<file path="config.mk">
export PLATFORM = sky130hd
export DESIGN_NAME = protect_fetch
export DESIGN_NICKNAME = d
export VERILOG_FILES = /design/src/protect_fetch_pkg.sv /design/src/volume_if.sv /design/src/volume_store.sv /design/src/protect_fetch.sv
export VERILOG_INCLUDE_DIRS = /design/src
export SDC_FILE = /design/constraint.sdc
export NUM_CORES = 1
export LEC_CHECK = 0
export ABC_AREA = 1
export ABC_CLOCK_PERIOD_IN_PS = 1600
export BUFFER_PORTS_ARGS = -buffer_cell sky130_fd_sc_hd__buf_2
export CAP_MARGIN = 10
export CORE_MARGIN = 4
export CORE_UTILIZATION = 49
export DETAILED_ROUTE_END_ITERATION = 7
export PLACE_DENSITY = 0.8
export SYNTH_ARGS = -nofsm -noshare
export SYNTH_HDL_FRONTEND = slang
export SYNTH_SLANG_ARGS = --single-unit
export TNS_END_PERCENT = 20
</file>
<file path="constraint.sdc">
create_clock -name clk -period 1.6 [get_ports clk]
set_input_delay 0.08 -clock clk [delete_from_list [all_inputs] [get_ports clk]]
set_output_delay 0.08 -clock clk [all_outputs]
set_load 0.05 [all_outputs]
</file>
<file path="src/protect_fetch_consts.svh">
// offsets, field positions, reset values and timing counts for the protect word fetch
`ifndef PROTECT_FETCH_CONSTS_SVH
`define PROTECT_FETCH_CONSTS_SVH

// address gate layout
`define ADDR_W         15
`define VOL_W          6
`define VOL_HI         14
`define VOL_LO         9
`define PSW_BLOCK_BIT  6
`define VOL_RESET      6'h00

// protect status word
`define PSW_W          16
`define PSW_RESET      16'h0000

// register bus byte offsets
`define OFS_CTRL       5'h00
`define OFS_STATUS     5'h04
`define OFS_PROTECT    5'h08
`define OFS_FETCHES    5'h0c

// field positions
`define CTRL_FORCE_BIT   0
`define STAT_BUSY_BIT    8
`define STAT_TRAP_BIT    9
`define STAT_FORCE_BIT   10

// timing: one word time of hold after the status word is loaded
`define CLK_PERIOD_PS  5000
`define WORD_TIME_NS   1000
`define WORD_CYCLES    ((`WORD_TIME_NS * 1000 + `CLK_PERIOD_PS - 1) / `CLK_PERIOD_PS)
`define CNT_W          8

`endif

</file>
<file path="src/protect_fetch_pkg.sv">
// types shared by the protect word fetch modules
`include "protect_fetch_consts.svh"

package protect_fetch_pkg;

    typedef logic [`VOL_W-1:0] vol_t;
    typedef logic [`PSW_W-1:0] psw_t;

    typedef enum logic [2:0] {
        ST_IDLE     = 3'b000,
        ST_WAIT_REL = 3'b001,
        ST_FETCH    = 3'b010,
        ST_XFER     = 3'b011,
        ST_HOLD     = 3'b100
    } fetch_state_e;

    typedef struct packed {
        vol_t volume;
    } vol_state_s;

    typedef struct packed {
        fetch_state_e     st;
        logic [`CNT_W-1:0] cnt;
        psw_t             membuf;
        psw_t             protect;
        logic             force_pend;
        logic             trap_prev;
        logic             retry_flag;
        logic             ack;
        logic [31:0]      rdata;
        logic [15:0]      fetches;
    } fetch_state_s;

endpackage

</file>
<file path="src/volume_if.sv">
// volume register carrier between the fetch sequencer and the volume store
`timescale 1ns/1ps

interface volume_if;
    import protect_fetch_pkg::*;

    logic load;
    vol_t new_vol;
    vol_t high_bits;
    vol_t volume;
    logic differ;

    modport store (input load, input new_vol, input high_bits, output volume, output differ);
    modport user  (output load, output new_vol, output high_bits, input volume, input differ);
endinterface

</file>
<file path="src/volume_store.sv">
// six-bit volume register and block compare
`timescale 1ns/1ps
`include "protect_fetch_consts.svh"

module volume_store
    import protect_fetch_pkg::*;
(
    // clock and reset
    input  wire logic clk,
    input  wire logic srst,
    // carrier
    volume_if.store   vif
);

    vol_state_s s_q;
    vol_state_s s_d;

    always_comb begin
        s_d = s_q;
        if (vif.load) begin
            s_d.volume = vif.new_vol;
        end
        // no load means the held word stays valid for this block
    end

    always_ff @(posedge clk) begin
        if (srst) begin
            s_q <= '{volume: `VOL_RESET};
        end else begin
            s_q <= s_d;
        end
    end

    assign vif.volume = s_q.volume;
    assign vif.differ = (vif.high_bits != s_q.volume);
endmodule

</file>
<file path="src/protect_fetch.sv">
// protect status word fetch sequencer with avalon register slave
//
// Contract
// a six-bit volume register names the 512-word block of the held protect word
// upper address bits 14..9 are compared with volume on P or I addressing
// protection and volume handling act only while trapping mode is set
// state-1 access raises difference unless interrupt, trap, prior difference, execute-indirect object, quasi
// I-register access outside state 1 raises difference unless quasi relative, interrupt, trap
// a difference is forced right after trapping mode becomes set
// during a difference the arithmetic core is inhibited and sequence state held
// on memory release during a difference, address bits 14..9 load the volume
// memory then addressed with volume on bits 5..0 and bit 6 high
// fetched word goes to buffer register, then through adder into protect register
// after the load, hold one more word time, then retry the stalled operation
// without a difference the volume is kept, so same-block accesses need no fetch
//
// Added by the designer: the address map and the Avalon-MM interface to the registers.
`timescale 1ns/1ps
`include "protect_fetch_consts.svh"

module protect_fetch
    import protect_fetch_pkg::*;
#(
    parameter int HOLD_CYCLES = `WORD_CYCLES
)(
    // clock and reset
    input  wire logic              clk,
    input  wire logic              srst,
    // avalon-mm register slave
    input  wire logic [4:0]        avs_address,
    input  wire logic              avs_read,
    input  wire logic              avs_write,
    input  wire logic [31:0]       avs_writedata,
    output logic      [31:0]       avs_readdata,
    output logic                   avs_waitrequest,
    // processor address gates and sequencing
    input  wire logic              mem_access,
    input  wire logic [`ADDR_W-1:0] address_gate,
    input  wire logic              addr_from_p,
    input  wire logic              addr_from_i,
    input  wire logic              state_one,
    input  wire logic              auto_program_interrupt,
    input  wire logic              trap_error,
    input  wire logic              execute_indirect_instr,
    input  wire logic              in_quasi,
    input  wire logic              relative_addr,
    input  wire logic              trapping_mode_ff,
    // stall and retry
    output logic                   volume_difference,
    output logic                   arithmetic_core_inhibit,
    output logic                   sequence_state_hold_high,
    output logic                   sequence_state_hold_low,
    output logic                   retry_pulse,
    // core memory
    output logic [`ADDR_W-1:0]     mem_addr,
    output logic                   mem_read_req,
    input  wire logic              mem_release,
    input  wire logic [`PSW_W-1:0] mem_rdata,
    // protect status register
    output logic [`PSW_W-1:0]      protect_word,
    output logic                   load_protect_reg
);

    if (HOLD_CYCLES < 1 || HOLD_CYCLES > (1 << `CNT_W) - 1) begin : g_bad_hold
        $error("HOLD_CYCLES out of counter range");
    end

    localparam logic [`CNT_W-1:0] HOLD_LAST = `CNT_W'(HOLD_CYCLES - 1);

    fetch_state_s s_q;
    fetch_state_s s_d;

    volume_if vif ();

    volume_store u_volume (
        .clk  (clk),
        .srst (srst),
        .vif  (vif)
    );

    logic qual_state1;
    logic qual_ireg;
    logic start;
    logic trap_rise;
    logic bus_req;
    logic bus_done;
    logic sw_force;

    assign trap_rise = trapping_mode_ff && !s_q.trap_prev;

    // state-1 path, blocked by the listed sources
    assign qual_state1 = state_one && (addr_from_p || addr_from_i) && !auto_program_interrupt
                         && !trap_error && !s_q.retry_flag && !execute_indirect_instr && !in_quasi;
    // I-register path outside state 1
    assign qual_ireg = addr_from_i && !state_one && !(relative_addr && in_quasi)
                       && !auto_program_interrupt && !trap_error;

    // only in trapping mode; forced difference ignores the compare
    assign start = (s_q.st == ST_IDLE) && mem_access && trapping_mode_ff
                   && ((s_q.force_pend && (addr_from_p || addr_from_i))
                       || ((qual_state1 || qual_ireg) && vif.differ));

    assign bus_req  = avs_read || avs_write;
    assign bus_done = bus_req && s_q.ack;
    assign sw_force = bus_done && avs_write && (avs_address == `OFS_CTRL)
                      && avs_writedata[`CTRL_FORCE_BIT];

    assign vif.high_bits = address_gate[`VOL_HI:`VOL_LO];
    assign vif.new_vol   = address_gate[`VOL_HI:`VOL_LO];
    assign vif.load      = (s_q.st == ST_WAIT_REL) && mem_release;

    always_comb begin
        s_d = s_q;
        s_d.trap_prev = trapping_mode_ff;
        s_d.ack = bus_req && !s_q.ack;
        // status read captured one edge before the answer
        case (avs_address)
            `OFS_CTRL:    s_d.rdata = 32'h0000_0000;
            `OFS_STATUS:  s_d.rdata = {21'h0, s_q.force_pend, trapping_mode_ff,
                                       s_q.st != ST_IDLE, 2'h0, vif.volume};
            `OFS_PROTECT: s_d.rdata = {16'h0, s_q.protect};
            `OFS_FETCHES: s_d.rdata = {16'h0, s_q.fetches};
            default:      s_d.rdata = 32'h0000_0000;
        endcase
        if (mem_access && s_q.st == ST_IDLE) begin
            s_d.retry_flag = 1'b0;
        end
        case (s_q.st)
            ST_IDLE: begin
                if (start) begin
                    s_d.st = ST_WAIT_REL;
                end
            end
            ST_WAIT_REL: begin
                if (mem_release) begin
                    s_d.st = ST_FETCH;
                end
            end
            ST_FETCH: begin
                if (mem_release) begin
                    s_d.membuf = mem_rdata;
                    s_d.st = ST_XFER;
                end
            end
            ST_XFER: begin
                s_d.protect = s_q.membuf;
                s_d.cnt = HOLD_LAST;
                s_d.fetches = s_q.fetches + 16'h0001;
                s_d.force_pend = 1'b0;
                s_d.st = ST_HOLD;
            end
            ST_HOLD: begin
                if (s_q.cnt == '0) begin
                    s_d.retry_flag = 1'b1;
                    s_d.st = ST_IDLE;
                end else begin
                    s_d.cnt = s_q.cnt - `CNT_W'(1);
                end
            end
            default: begin
                s_d.st = ST_IDLE;
            end
        endcase
        // set wins over the clear taken in the transfer state
        if (trap_rise || sw_force) begin
            s_d.force_pend = 1'b1;
        end
    end

    always_ff @(posedge clk) begin
        if (srst) begin
            s_q <= '{st: ST_IDLE, cnt: '0, membuf: `PSW_RESET, protect: `PSW_RESET,
                     force_pend: 1'b0, trap_prev: 1'b0, retry_flag: 1'b0, ack: 1'b0,
                     rdata: 32'h0000_0000, fetches: 16'h0000};
        end else begin
            s_q <= s_d;
        end
    end

    // whole stall window counts as the difference
    assign volume_difference        = s_q.st != ST_IDLE;
    assign arithmetic_core_inhibit  = volume_difference;
    assign sequence_state_hold_high = volume_difference;
    assign sequence_state_hold_low  = !volume_difference;
    assign retry_pulse              = (s_q.st == ST_HOLD) && (s_q.cnt == '0);

    // protect word block lives at octal 100..177
    assign mem_read_req = s_q.st == ST_FETCH;
    assign mem_addr     = {8'h00, 1'b1, vif.volume};
    assign load_protect_reg = s_q.st == ST_XFER;
    assign protect_word = s_q.protect;

    // one wait state: answer on the second edge of the request
    assign avs_waitrequest = bus_req && !s_q.ack;
    assign avs_readdata    = s_q.ack ? s_q.rdata : 32'h0000_0000;
endmodule

</file>
# Word level (Yosys, flattened, before mapping)
# Cells that the tools add are included.
[totals]
ff_bits = 101
latchBits = 0
ramBits = 0
rom_bits = 0
in_bits = 83
elab_cells = 88
memories = 0
[classes]
add_sub_neg = 2
n_mul = 0
n_div = 0
n_lt_le_gt_ge = 0
eq_ne = 13
n_shift = 0
mux = 14
bitwise = 0
reduce_logical = 48
[ops]
columns = ["cell", "n"]
rows = [
  ["16-bit one-hot mux with 3 select lines", 1],
  ["32-bit 2-to-1 mux", 1],
  ["1-bit logical AND", 24],
  ["16-bit by 1-bit adder with 16-bit output, second input constant", 1],
  ["8-bit one-hot mux with 2 select lines", 1],
  ["3-bit one-hot mux with 5 select lines", 1],
  ["3-bit 2-to-1 mux", 4],
  ["5-bit by 4-bit == test with 1-bit output, second input constant", 2],
  ["1-bit zero test", 10],
  ["8-bit zero test", 1],
  ["8-bit 2-to-1 mux", 1],
  ["2-bit inequality test, second input constant", 4],
  ["8-bit by 1-bit subtractor with 8-bit output, second input constant", 1],
  ["3-bit by 2-bit == test with 1-bit output, second input constant", 2],
  ["6-bit inequality test", 1],
  ["5-bit by 3-bit == test with 1-bit output, second input constant", 1],
  ["5-bit zero test", 1],
  ["1-bit logical OR", 5],
  ["1-bit 2-to-1 mux", 5],
  ["2-bit AND reduction", 2],
  ["4-bit AND reduction", 1],
  ["2-bit nonzero test", 2],
  ["3-bit by 1-bit == test with 1-bit output, second input constant", 1],
  ["3-bit == test, second input constant", 1],
  ["3 further kinds", 3],
]

# Longest topological paths before layout
# Gate-level depths: netlist of the first run.
[depth]
ltp_word = 13
depth_mapped = 11
ltp_nobuf = 11

# Hierarchy
# A second synthesis of the first run with hierarchy kept.
[unflattened]
cells_unflattened = 609
area_unflattened_um2 = 4200.3
[by_module_without_submodules]
columns = ["mod", "instances", "cells_each", "area_per_inst_um2", "seq_area_each_um2"]
rows = [
  ["protect_fetch", 1, 555, 3866.2, 1581.5],
  ["volume_store", 1, 54, 334.1, 120.1],
]

# Worst setup path before layout of the first run
# OpenSTA, ideal clock, no wires.
[synth_timing]
path_kind = "flip-flop to output port"
start = "reg s_q[94] (netlist bit)"
end = "out sequence_state_hold_high"
arrival_time_ns = 2.148
required_time_ns = 1.520
path_slack_ns = -0.628
path_stages_with_launch = 6
cell_sequence = "dfxtp_1 -> nor2_1 -> inv_1 -> nor2_1 -> inv_1 -> buf_4"
[synth_between]
elab_chain_cells = 1
[synth_rtl]
columns = ["element", "line_no", "rtl"]
rows = [
  ["start: declaration", "protect_fetch.sv:70", "fetch_state_s s_q;"],
  ["start signal: assignment", "protect_fetch.sv:172", "s_q <= '{st: ST_IDLE, cnt: '0, membuf: `PSW_RESET, protect: `PSW_RESET,"],
  ["3-bit nonzero test", "protect_fetch.sv:181", "assign volume_difference = s_q.st != ST_IDLE;"],
  ["end: declaration", "protect_fetch.sv:51", "output logic sequence_state_hold_high,"],
]
# No other way between the ends.

# Worst setup path after layout of the first run
[layout_timing]
start = "reg s_q[85] (netlist bit)"
end = "out retry_pulse"
[layout_between]
elab_chain_cells = 2
[layout_rtl]
columns = ["element", "line_no", "rtl"]
rows = [
  ["8-bit zero test", "protect_fetch.sv:185", "assign retry_pulse = (s_q.st == ST_HOLD) && (s_q.cnt == '0);"],
  ["1-bit logical AND", "protect_fetch.sv:185", ""],
  ["end: declaration", "protect_fetch.sv:53", "output logic retry_pulse,"],
]
# No other way between the ends.

==> results of run 1 <==
## layout make-up
cell class | count | area [sq um] | share of cell area (%)
tap | 105 | 131 | 2.63
sequential | 85 | 1710 | 34.2
clock inverter | 7 | 57.6 | 1.15
clock buffer | 9 | 124 | 2.48
multi-input combinational | 375 | 1850 | 37.0
timing repair buffer | 124 | 802 | 16.0
inverter | 86 | 323 | 6.45
## worst reg2reg max path, delay by kind of cell, from the launching register on
kind | cells | cell delay, ps
adder cells (fa/ha/maj) | 1 | 130
buffers and inverters | 2 | 120
flip-flops | 1 | 340
AO/OA/AOI/OAI | 1 | 100
AND/OR/NAND/NOR | 6 | 790
## routing by layer
layer	up-vias	GRT usage, %	part of all wire (%)
li1	1977	-	-
met1	1722	26.2	44
met2	132	32.7	49
met3	17	4.93	6.0
met4	0	5.99	1.4
met5	-	0	0
## cell usage after synthesis, types with 2 or more instances
library cell / instances
sky130_fd_sc_hd__nor3_1: 12
sky130_fd_sc_hd__nand2_2: 3
sky130_fd_sc_hd__buf_2: 6
sky130_fd_sc_hd__a31oi_1: 3
sky130_fd_sc_hd__ha_1: 3
sky130_fd_sc_hd__o21ai_0: 47
sky130_fd_sc_hd__nor2_1: 56
sky130_fd_sc_hd__dfxtp_1: 85
sky130_fd_sc_hd__nand3_1: 30
sky130_fd_sc_hd__nand2_4: 2
sky130_fd_sc_hd__xor2_1: 3
sky130_fd_sc_hd__a21oi_1: 56
sky130_fd_sc_hd__buf_4: 43
sky130_fd_sc_hd__inv_2: 2
sky130_fd_sc_hd__o21ai_1: 4
sky130_fd_sc_hd__nand2_1: 109
sky130_fd_sc_hd__nor2_4: 2
sky130_fd_sc_hd__inv_1: 84
sky130_fd_sc_hd__nand4_1: 3
sky130_fd_sc_hd__or2_2: 2
sky130_fd_sc_hd__clkbuf_1: 14
sky130_fd_sc_hd__conb_1: 2
sky130_fd_sc_hd__nor2_2: 2
sky130_fd_sc_hd__o22ai_1: 4
## logic make-up after synthesis
group,count (synthesis)
buffers and inverters,151
other,2
AO/OA/AOI/OAI,116
flip-flops,85
adder cells (fa/ha/maj),3
AND/OR/NAND/NOR,228
XOR/XNOR,3
## flip-flops by register name, indices dropped and copies added, names as in the netlist
name                 cells
protect_word            16
s_q                     63
u_volume.vif.volume      6
## power groups by stage
stage	Sequential [W]	Combinational [W]	Clock (W)
finish	0.00216	0.000592	0.00142
global route	0.00217	0.000639	0.00153
CTS	0.00216	0.000583	0.00144
detailed placement	0.00221	0.000536	0
global placement	0.00221	0.000526	0
floorplan	0.00224	0.000432	0
## final timing paths
| kind | end | slack [ps] | cells past startpoint |
|---|---|---|---|
| max | retry_pulse | 10 | 7 |
| min | s_q[72] | 6 | 3 |
| max reg2reg | s_q[89] | 30 | 10 |
| min reg2reg | s_q[72] | 460 | 2 |
## stage by stage
stage                     setup TNS (ps)  cells  worst slack [ps]  utilization (%)  hold WS, ps
final                                  0    791              12.5             60.9         6.15
after global routing                -189    791             -72.0             60.9         2.95
after CTS                          -26.7    789             -17.6             59.8         1.28
after detailed placement               0    749              35.9             54.4          346
after global placement                 0    749              67.4             54.4          340
after floorplan                     -155    611              -155                -          208
## repair_timing
item	in CTS	in global routing
setup buffers	0	2
pin swaps	0	11
hold buffers	24	0
endpoints found under the hold margin	24	0
setup endpoints to repair	3	15
gates resized for setup	7	26
==> flow_summary.rst, run 1 <==
.. list-table::
   :header-rows: 1

   * - Metric
     - Value
   * - Number of enable flip-flop cells after synthesis
     - 0
   * - Worst Setup SP
     - s_q[85]
   * - WL per Instance
     - between 10 and 15 um
   * - Commonest non-fill, non-tap cell in the layout
     - sky130_fd_sc_hd__nand2_1
   * - Worst Path Arrival
     - between 1500 and 2000 ps
   * - Overall Global Routing Usage
     - 20.0%
   * - Startpoint of the worst-slack reg-to-reg timing path
     - s_q[85]
   * - CP dominant cell by count
     - sky130_fd_sc_hd__inv_2
   * - Final number of hold-violating endpoints
     - 0
   * - Clock input transition at the sequential cells of the worst setup and hold paths
     - 90 ps
   * - Half-perimeter wire length after detailed placement
     - between 7 and 8 mm
   * - Pins Over Slew Limit
     - 0
   * - Sum of internal, switching and leakage power
     - around 0.0042 W
   * - ANT cells
     - 0
   * - Power density of the placed cells
     - about 830 nW/um^2
   * - Crit share post-route
     - approximately 99%
   * - Combinational family with the most area after synthesis
     - simple AND/OR/NAND/NOR gates
   * - Drt drc
     - 0
   * - Area added between synthesis and finish
     - 20.9%
   * - Status
     - finished, final reports clean
   * - Cell-internal power
     - between 0.002 and 0.003 W
   * - Synthesized instance count
     - 588
   * - H-tree levels
     - 3
   * - Main area contributors after synthesis
     - sky130_fd_sc_hd__dfxtp_1 (41%), sky130_fd_sc_hd__nand2_1 (9.9%), sky130_fd_sc_hd__buf_4 (7.8%), sky130_fd_sc_hd__inv_1 (7.6%), sky130_fd_sc_hd__a21oi_1 (6.8%)
   * - Maximum single-stage delay on the critical path
     - roughly 340 ps
   * - Max cap viols
     - 0
   * - Number of buffers created by CTS
     - 9
   * - Path class of the lowest-slack min-delay path
     - input pin to flip-flop
   * - Start point of the worst min-delay path
     - mem_rdata[4]
   * - Residual antenna-violating net count after detailed routing
     - 0
   * - Iter 0 DRT Violations
     - 229
   * - Maximum number of pins on one net before global-route repair
     - between 40 and 50
   * - Sequential share of power
     - 51.8%
   * - Global placement routability congestion
     - between 0.8 and 0.9
   * - Clk_lat worst skew
     - about 360 ps
   * - Maximum ir drop on the vdd rail
     - ~0.00061 V
   * - Headroom to the max-slew limit
     - between 60% and 70%
   * - Via count normalized by instance count
     - about 4.9
   * - Fmax
     - approximately 0.63 GHz
   * - Drt pass-1 iters
     - 5
   * - Clock network fraction of design power
     - around 34%
   * - Critical Path Sink Type
     - output pin
   * - Cell area after technology mapping
     - about 4100 sq um
   * - Skew final
     - 7.64 ps
   * - Share of synthesized area spent on multiplexers
     - 0%
   * - Largest delay share family, worst path
     - simple AND/OR/NAND/NOR gates
   * - Highest fanout seen on the critical path
     - 3
   * - Count of buffers inserted at the top-level ports
     - 88
   * - Global-route wire length before repair
     - roughly 16 mm
   * - Final layout net count
     - roughly 770
   * - Total clock sinks
     - 85
   * - Count of buffer and inverter cells on the critical path
     - 3
   * - Fraction of final layout cells with drive strength greater than 1
     - between 20% and 30%
   * - DIE HEIGHT
     - 99.9 um
   * - Slew @ Worst Pin
     - between 500 and 600 ps
   * - Count of cell types in the netlist
     - 35
   * - Yosys top cell by area
     - sky130_fd_sc_hd__dfxtp_1
   * - Initial antenna violation count
     - 0
   * - GR Overflow Total
     - 0
   * - Net switching fraction of the power
     - a little under a third
   * - Die X
     - between 90 and 100 um
   * - Category of the critical setup timing path
     - flip-flop to output pin
   * - Comb pwr share
     - between 10 and 15%
   * - I/O pins
     - approximately 150
   * - Area after DPL
     - roughly 4500 sq um
   * - Leakage power total
     - roughly 2.5 nW
   * - Synth top area share
     - between 40 and 50%
   * - Root buffer cell
     - sky130_fd_sc_hd__clkbuf_8
   * - Top library cells by usage in the layout, fill and taps aside
     - sky130_fd_sc_hd__nand2_1 (107), sky130_fd_sc_hd__buf_2 (85), sky130_fd_sc_hd__inv_1 (80), sky130_fd_sc_hd__dfxtp_1 (78), sky130_fd_sc_hd__a21oi_1 (56)
   * - Design Area, Final
     - 5000 sq um
   * - TritonCTS clock tree
     - done
   * - Ordered list of cells on the worst path
     - inv_2 > ha_4 > inv_2 > nor3_4 > nand2_2 > nor2_4 > buf_8
   * - Synthesis-stage register bit count
     - 85
   * - Setup repair after global routing missed its margin
     - true
   * - Critical path required time
     - 1520 ps
   * - Average cell area after synthesis
     - between 7 and 8 sq um
   * - Maximum buffer depth of the clock tree
     - 2
   * - Number of inserted filler cells in the final layout
     - around 730
   * - Share of the synthesized netlist area taken by xor and xnor gates
     - 0.635%
   * - Compound-Gate Fraction of Synth Area
     - between 10% and 20%
   * - Primary flip-flop cell chosen by synthesis mapping
     - sky130_fd_sc_hd__dfxtp_1
   * - Core footprint
     - 8220 sq um
   * - Floorplan die area
     - approximately 10000 sq um
   * - Number of global-route vias before repair
     - between 3k and 4k
   * - Num rows
     - 33
   * - Arithmetic-cell share of the synthesized area counting full adders, half adders and majority gates
     - 0.907%
   * - Fraction of registers with async set/reset
     - 0%
   * - CP startpoint kind
     - flip-flop
   * - YS warnings
     - 0
   * - Clock period minus final worst setup slack
     - about 1600 ps
   * - Vias
     - 3848
   * - Final routed wirelength across all metal layers
     - roughly 10 mm
   * - Starting density of the core
     - 50.4%
   * - Final setup fails
     - 0
   * - Proportion of synthesized chip area in sequential cells
     - about two fifths
   * - P_sw
     - between 0.001 and 0.0015 W
   * - CP max-delay cell
     - sky130_fd_sc_hd__dfxtp_2
   * - Simple-gate share of the synthesized area
     - between 20% and 30%
(Power assumes the default switching activity.)
==> run 2: changes to the inputs <==
--- a/config.mk
+++ b/config.mk
@@ -9,7 +9,6 @@
 export ABC_AREA = 1
 export ABC_CLOCK_PERIOD_IN_PS = 1600
 export BUFFER_PORTS_ARGS = -buffer_cell sky130_fd_sc_hd__buf_2
-export CAP_MARGIN = 10
 export CORE_MARGIN = 4
 export CORE_UTILIZATION = 49
 export DETAILED_ROUTE_END_ITERATION = 7
==> constraint.sdc (replaced) <==
create_clock -name clk -period 1.6 [get_ports clk]
set_input_delay 0.32 -clock clk [delete_from_list [all_inputs] [get_ports clk]]
set_output_delay 0.32 -clock clk [all_outputs]
set_load 0.05 [all_outputs]
==> run 2 against run 1 <==
The run now ends with negative setup slack left. Hold slack gained 200 ps. Clock power up 11%. Setup slack lost 210 ps. Combinational power barely moved. Critical endpoint unchanged. Sequential power about the same. Via count increased by 0.99%. First-iteration DRC count up 1.3%. Die area unchanged. Sequential cell count stayed put. Critical path type unchanged. Global-route usage barely moved. Core utilization down 0.61 points. Register-to-register slack worse by 110 ps.
==> flow_summary.rst, run 2 (synthesized netlist as in run 1, its figures left out) <==
.. list-table::
   :header-rows: 1

   * - Metric
     - Value
   * - Area after DPL
     - 4510 sq um (was 4470 sq um)
   * - DIE HEIGHT
     - 99.9 um (unchanged)
   * - Final number of hold-violating endpoints
     - 0 (unchanged)
   * - Setup repair after global routing missed its margin
     - true (unchanged)
   * - Fraction of final layout cells with drive strength greater than 1
     - 24.6% (was 23.0%)
   * - Detailed-routing wirelength on met1
     - 4.12 mm (was 4.38 mm)
   * - I/O pins
     - 154 (unchanged)
   * - Count of buffer and inverter cells on the critical path
     - 3 (unchanged)
   * - ANT cells
     - 0 (unchanged)
   * - Design Area, Final
     - 4950 sq um (was 5000 sq um)
   * - Critical Path Sink Type
     - output pin (unchanged)
   * - Status
     - complete, but fails checks (was finished, final reports clean)
   * - Highest fanout seen on the critical path
     - 3 (unchanged)
   * - H-tree levels
     - 3 (unchanged)
   * - Overall Global Routing Usage
     - 20.0% (about the same)
   * - Worst setup margin
     - -198 ps (was 12.5 ps)
   * - Seq. cell area
     - 1710 sq um (unchanged)
   * - Cells after DPL
     - 752 (was 749)
   * - Count of hold-fix buffers inserted at cts
     - 0 (was 24)
   * - Failing checks
     - negative setup slack
   * - Category of the critical setup timing path
     - flip-flop to output pin (unchanged)
   * - Fmax
     - 0.556 GHz (was 0.630 GHz)
   * - Top Metal Used
     - met4 (unchanged)
   * - Worst Path Arrival
     - 1480 ps (was 1510 ps)
   * - Crit share post-route
     - 112% (was 99.2%)
   * - Root buffer cell
     - sky130_fd_sc_hd__clkbuf_8 (unchanged)
   * - Num rows
     - 33 (unchanged)
   * - CP startpoint kind
     - flip-flop (unchanged)
   * - Clk_lat worst skew
     - 370 ps (was 360 ps)
   * - Skew final
     - 11.6 ps (was 7.64 ps)
   * - Half-perimeter wire length after detailed placement
     - 7.29 mm (was 7.03 mm)
   * - Number of standard cells in the final layout excluding fillers
     - 780 (was 791)
   * - Maximum ir drop on the vdd rail
     - 0.000567 V (was 0.000605 V)
   * - Wire length on met2
     - 4.95 mm (was 4.85 mm)
   * - Drt drc
     - 0 (unchanged)
   * - Ordered list of cells on the worst path
     - inv_2 > ha_1 > inv_1 > nor3_2 > nand2_1 > nor2_2 > buf_6 (was inv_2 > ha_4 > inv_2 > nor3_4 > nand2_2 > nor2_4 > buf_8)
   * - Largest delay share family, worst path
     - simple AND/OR/NAND/NOR gates (unchanged)
   * - Global placement routability congestion
     - 0.833 (was 0.856)
   * - WL per Instance
     - 13.1 um (was 12.6 um)
   * - Global-route wire length before repair
     - 16.0 mm (was 16.3 mm)
   * - Final setup fails
     - 8 (was 0)
   * - Number of buffers created by CTS
     - 9 (unchanged)
   * - GR Overflow Total
     - 0 (unchanged)
   * - Max cap viols
     - 0 (unchanged)
   * - Maximum buffer depth of the clock tree
     - 2 (unchanged)
   * - Commonest non-fill, non-tap cell in the layout
     - sky130_fd_sc_hd__nand2_1 (unchanged)
   * - Clock period minus final worst setup slack
     - 1800 ps (was 1590 ps)
   * - Flip-flop count of the largest register, all copies and words added
     - 63 (unchanged)
   * - Power density of the placed cells
     - 875 nW/um^2 (was 835 nW/um^2)
   * - Initial antenna violation count
     - 0 (unchanged)
   * - Core footprint
     - 8220 sq um (unchanged)
   * - Multi-input gate area
     - 1840 sq um (was 1850 sq um)
   * - TritonCTS clock tree
     - done (unchanged)
   * - Via count normalized by instance count
     - 4.98 (was 4.86)
   * - Headroom to the max-slew limit
     - 66.2% (was 64.4%)
   * - Biggest register
     - s_q (unchanged)
   * - Top library cells by usage in the layout, fill and taps aside
     - sky130_fd_sc_hd__nand2_1 (109), sky130_fd_sc_hd__dfxtp_1 (80), sky130_fd_sc_hd__inv_1 (79), sky130_fd_sc_hd__buf_2 (65), sky130_fd_sc_hd__a21oi_1 (56) (was sky130_fd_sc_hd__nand2_1 (107), sky130_fd_sc_hd__buf_2 (85), sky130_fd_sc_hd__inv_1 (80), sky130_fd_sc_hd__dfxtp_1 (78), sky130_fd_sc_hd__a21oi_1 (56))
   * - Maximum number of pins on one net before global-route repair
     - 49 (unchanged)
   * - Drt pass-1 iters
     - 5 (unchanged)
   * - Starting density of the core
     - 50.4% (unchanged)
   * - Number of global-route vias before repair
     - 3602 (was 3587)
   * - Floorplan die area
     - 9980 sq um (unchanged)
   * - Critical path required time
     - 1280 ps (was 1520 ps)
   * - Maximum single-stage delay on the critical path
     - 340 ps (about the same)
   * - Vias
     - 3886 (was 3848)
   * - Area added between synthesis and finish
     - 19.7% (was 20.9%)
   * - Leakage power total
     - 2.48 nW (about the same)
   * - Core utilization of the finished layout
     - 60.3% (was 60.9%)
   * - Number of inserted filler cells in the final layout
     - 719 (was 734)
   * - Sum of internal, switching and leakage power
     - 0.00433 W (was 0.00418 W)
   * - Final layout net count
     - 756 (was 767)
   * - Slew @ Worst Pin
     - 506 ps (was 533 ps)
   * - Clock input transition at the sequential cells of the worst setup and hold paths
     - 90 ps (about the same)
   * - Die X
     - 99.9 um (unchanged)
   * - Count of buffers inserted at the top-level ports
     - 88 (unchanged)
   * - Total met3 wirelength after detailed routing
     - 773 um (was 600 um)
   * - Total clock sinks
     - 85 (unchanged)
   * - Residual antenna-violating net count after detailed routing
     - 0 (unchanged)
   * - Sum Neg Setup Slack
     - -421 ps (was 0 ps)
   * - Pins Over Slew Limit
     - 0 (unchanged)
   * - Final routed wirelength across all metal layers
     - 10.2 mm (was 9.97 mm)
   * - CP max-delay cell
     - sky130_fd_sc_hd__dfxtp_2 (unchanged)
   * - Path class of the lowest-slack min-delay path
     - input pin to flip-flop (unchanged)
   * - Iter 0 DRT Violations
     - 232 (was 229)
run 2: cell types whose count changed in the layout (fill, tap and decap cells not counted), moves of 3 or more:
cell | previous run | this run
sky130_fd_sc_hd__dfxtp_2 | 6 | 3
sky130_fd_sc_hd__o21ai_2 | 0 | 3
sky130_fd_sc_hd__buf_4 | 12 | 40
sky130_fd_sc_hd__buf_6 | 1 | 4
sky130_fd_sc_hd__dlygate4sd3_1 | 24 | 0
sky130_fd_sc_hd__buf_2 | 85 | 65
run 2: worst reg2reg max path: stages, from the launching register on:
cell and delay (ps):
sky130_fd_sc_hd__dfxtp_4 370, sky130_fd_sc_hd__buf_6 120, sky130_fd_sc_hd__nor2_4 190, sky130_fd_sc_hd__nand3_4 130, sky130_fd_sc_hd__nor3_4 260, sky130_fd_sc_hd__nand2_4 110
sky130_fd_sc_hd__nor2_8 150, sky130_fd_sc_hd__nand2_2 80, sky130_fd_sc_hd__o21ai_2 130, sky130_fd_sc_hd__a21oi_1 50
run 2: final cells by class:
type                       count  area share, %
multi-input combinational    375           37.1
tap                          105           2.65
timing repair buffer         113           15.0
sequential                    85           34.6
clock inverter                 7           1.62
inverter                      86           6.57
clock buffer                   9           2.50
run 2: path summary, 6_finish.rpt:
kind | startpoint | to | slack [ps] | cells after the start
worst max-delay path | s_q[85] | retry_pulse | -200 | 7
worst min-delay path | address_gate[9] | u_volume.vif.volume[0] | 200 | 3
worst max register to register | s_q[94] | s_q[10] | -80 | 9
worst min register to register | s_q[72] | s_q[72] | 470 | 2
run 2: through the flow:
step,setup WS (ps),hold WS [ps]
4_1_cts,-217,193
3_3_place_gp,77.9,445
5_1_grt,-292,206
2_1_floorplan,-213,434
6_report,-198,203
3_5_place_dp,19.4,451
run 2: power by group:
part	internal (W)	total (W)	leakage (nW)	switching [W]
Combinational	0.000161	0.000591	1.68	0.000430
Sequential	0.00214	0.00216	0.689	0.0000247
Clock	0.000743	0.00158	0.102	0.000835
Total	0.00304	0.00433	2.48	0.00129
run 2: routing by layer:
layer / GRT usage, % / vias up
met3: 4.93 / 36
met1: 23.8 / 1729
met5: 0 / -
met2: 33.4 / 163
li1: - / 1958
met4: 10.1 / 0
run 2: timing repair:
| action | 4_1_cts | 5_1_grt |
|---|---|---|
| setup endpoints to repair | 23 | 29 |
| setup buffers | 2 | 10 |
| resized for setup | 40 | 17 |
| pin swaps | 3 | 12 |
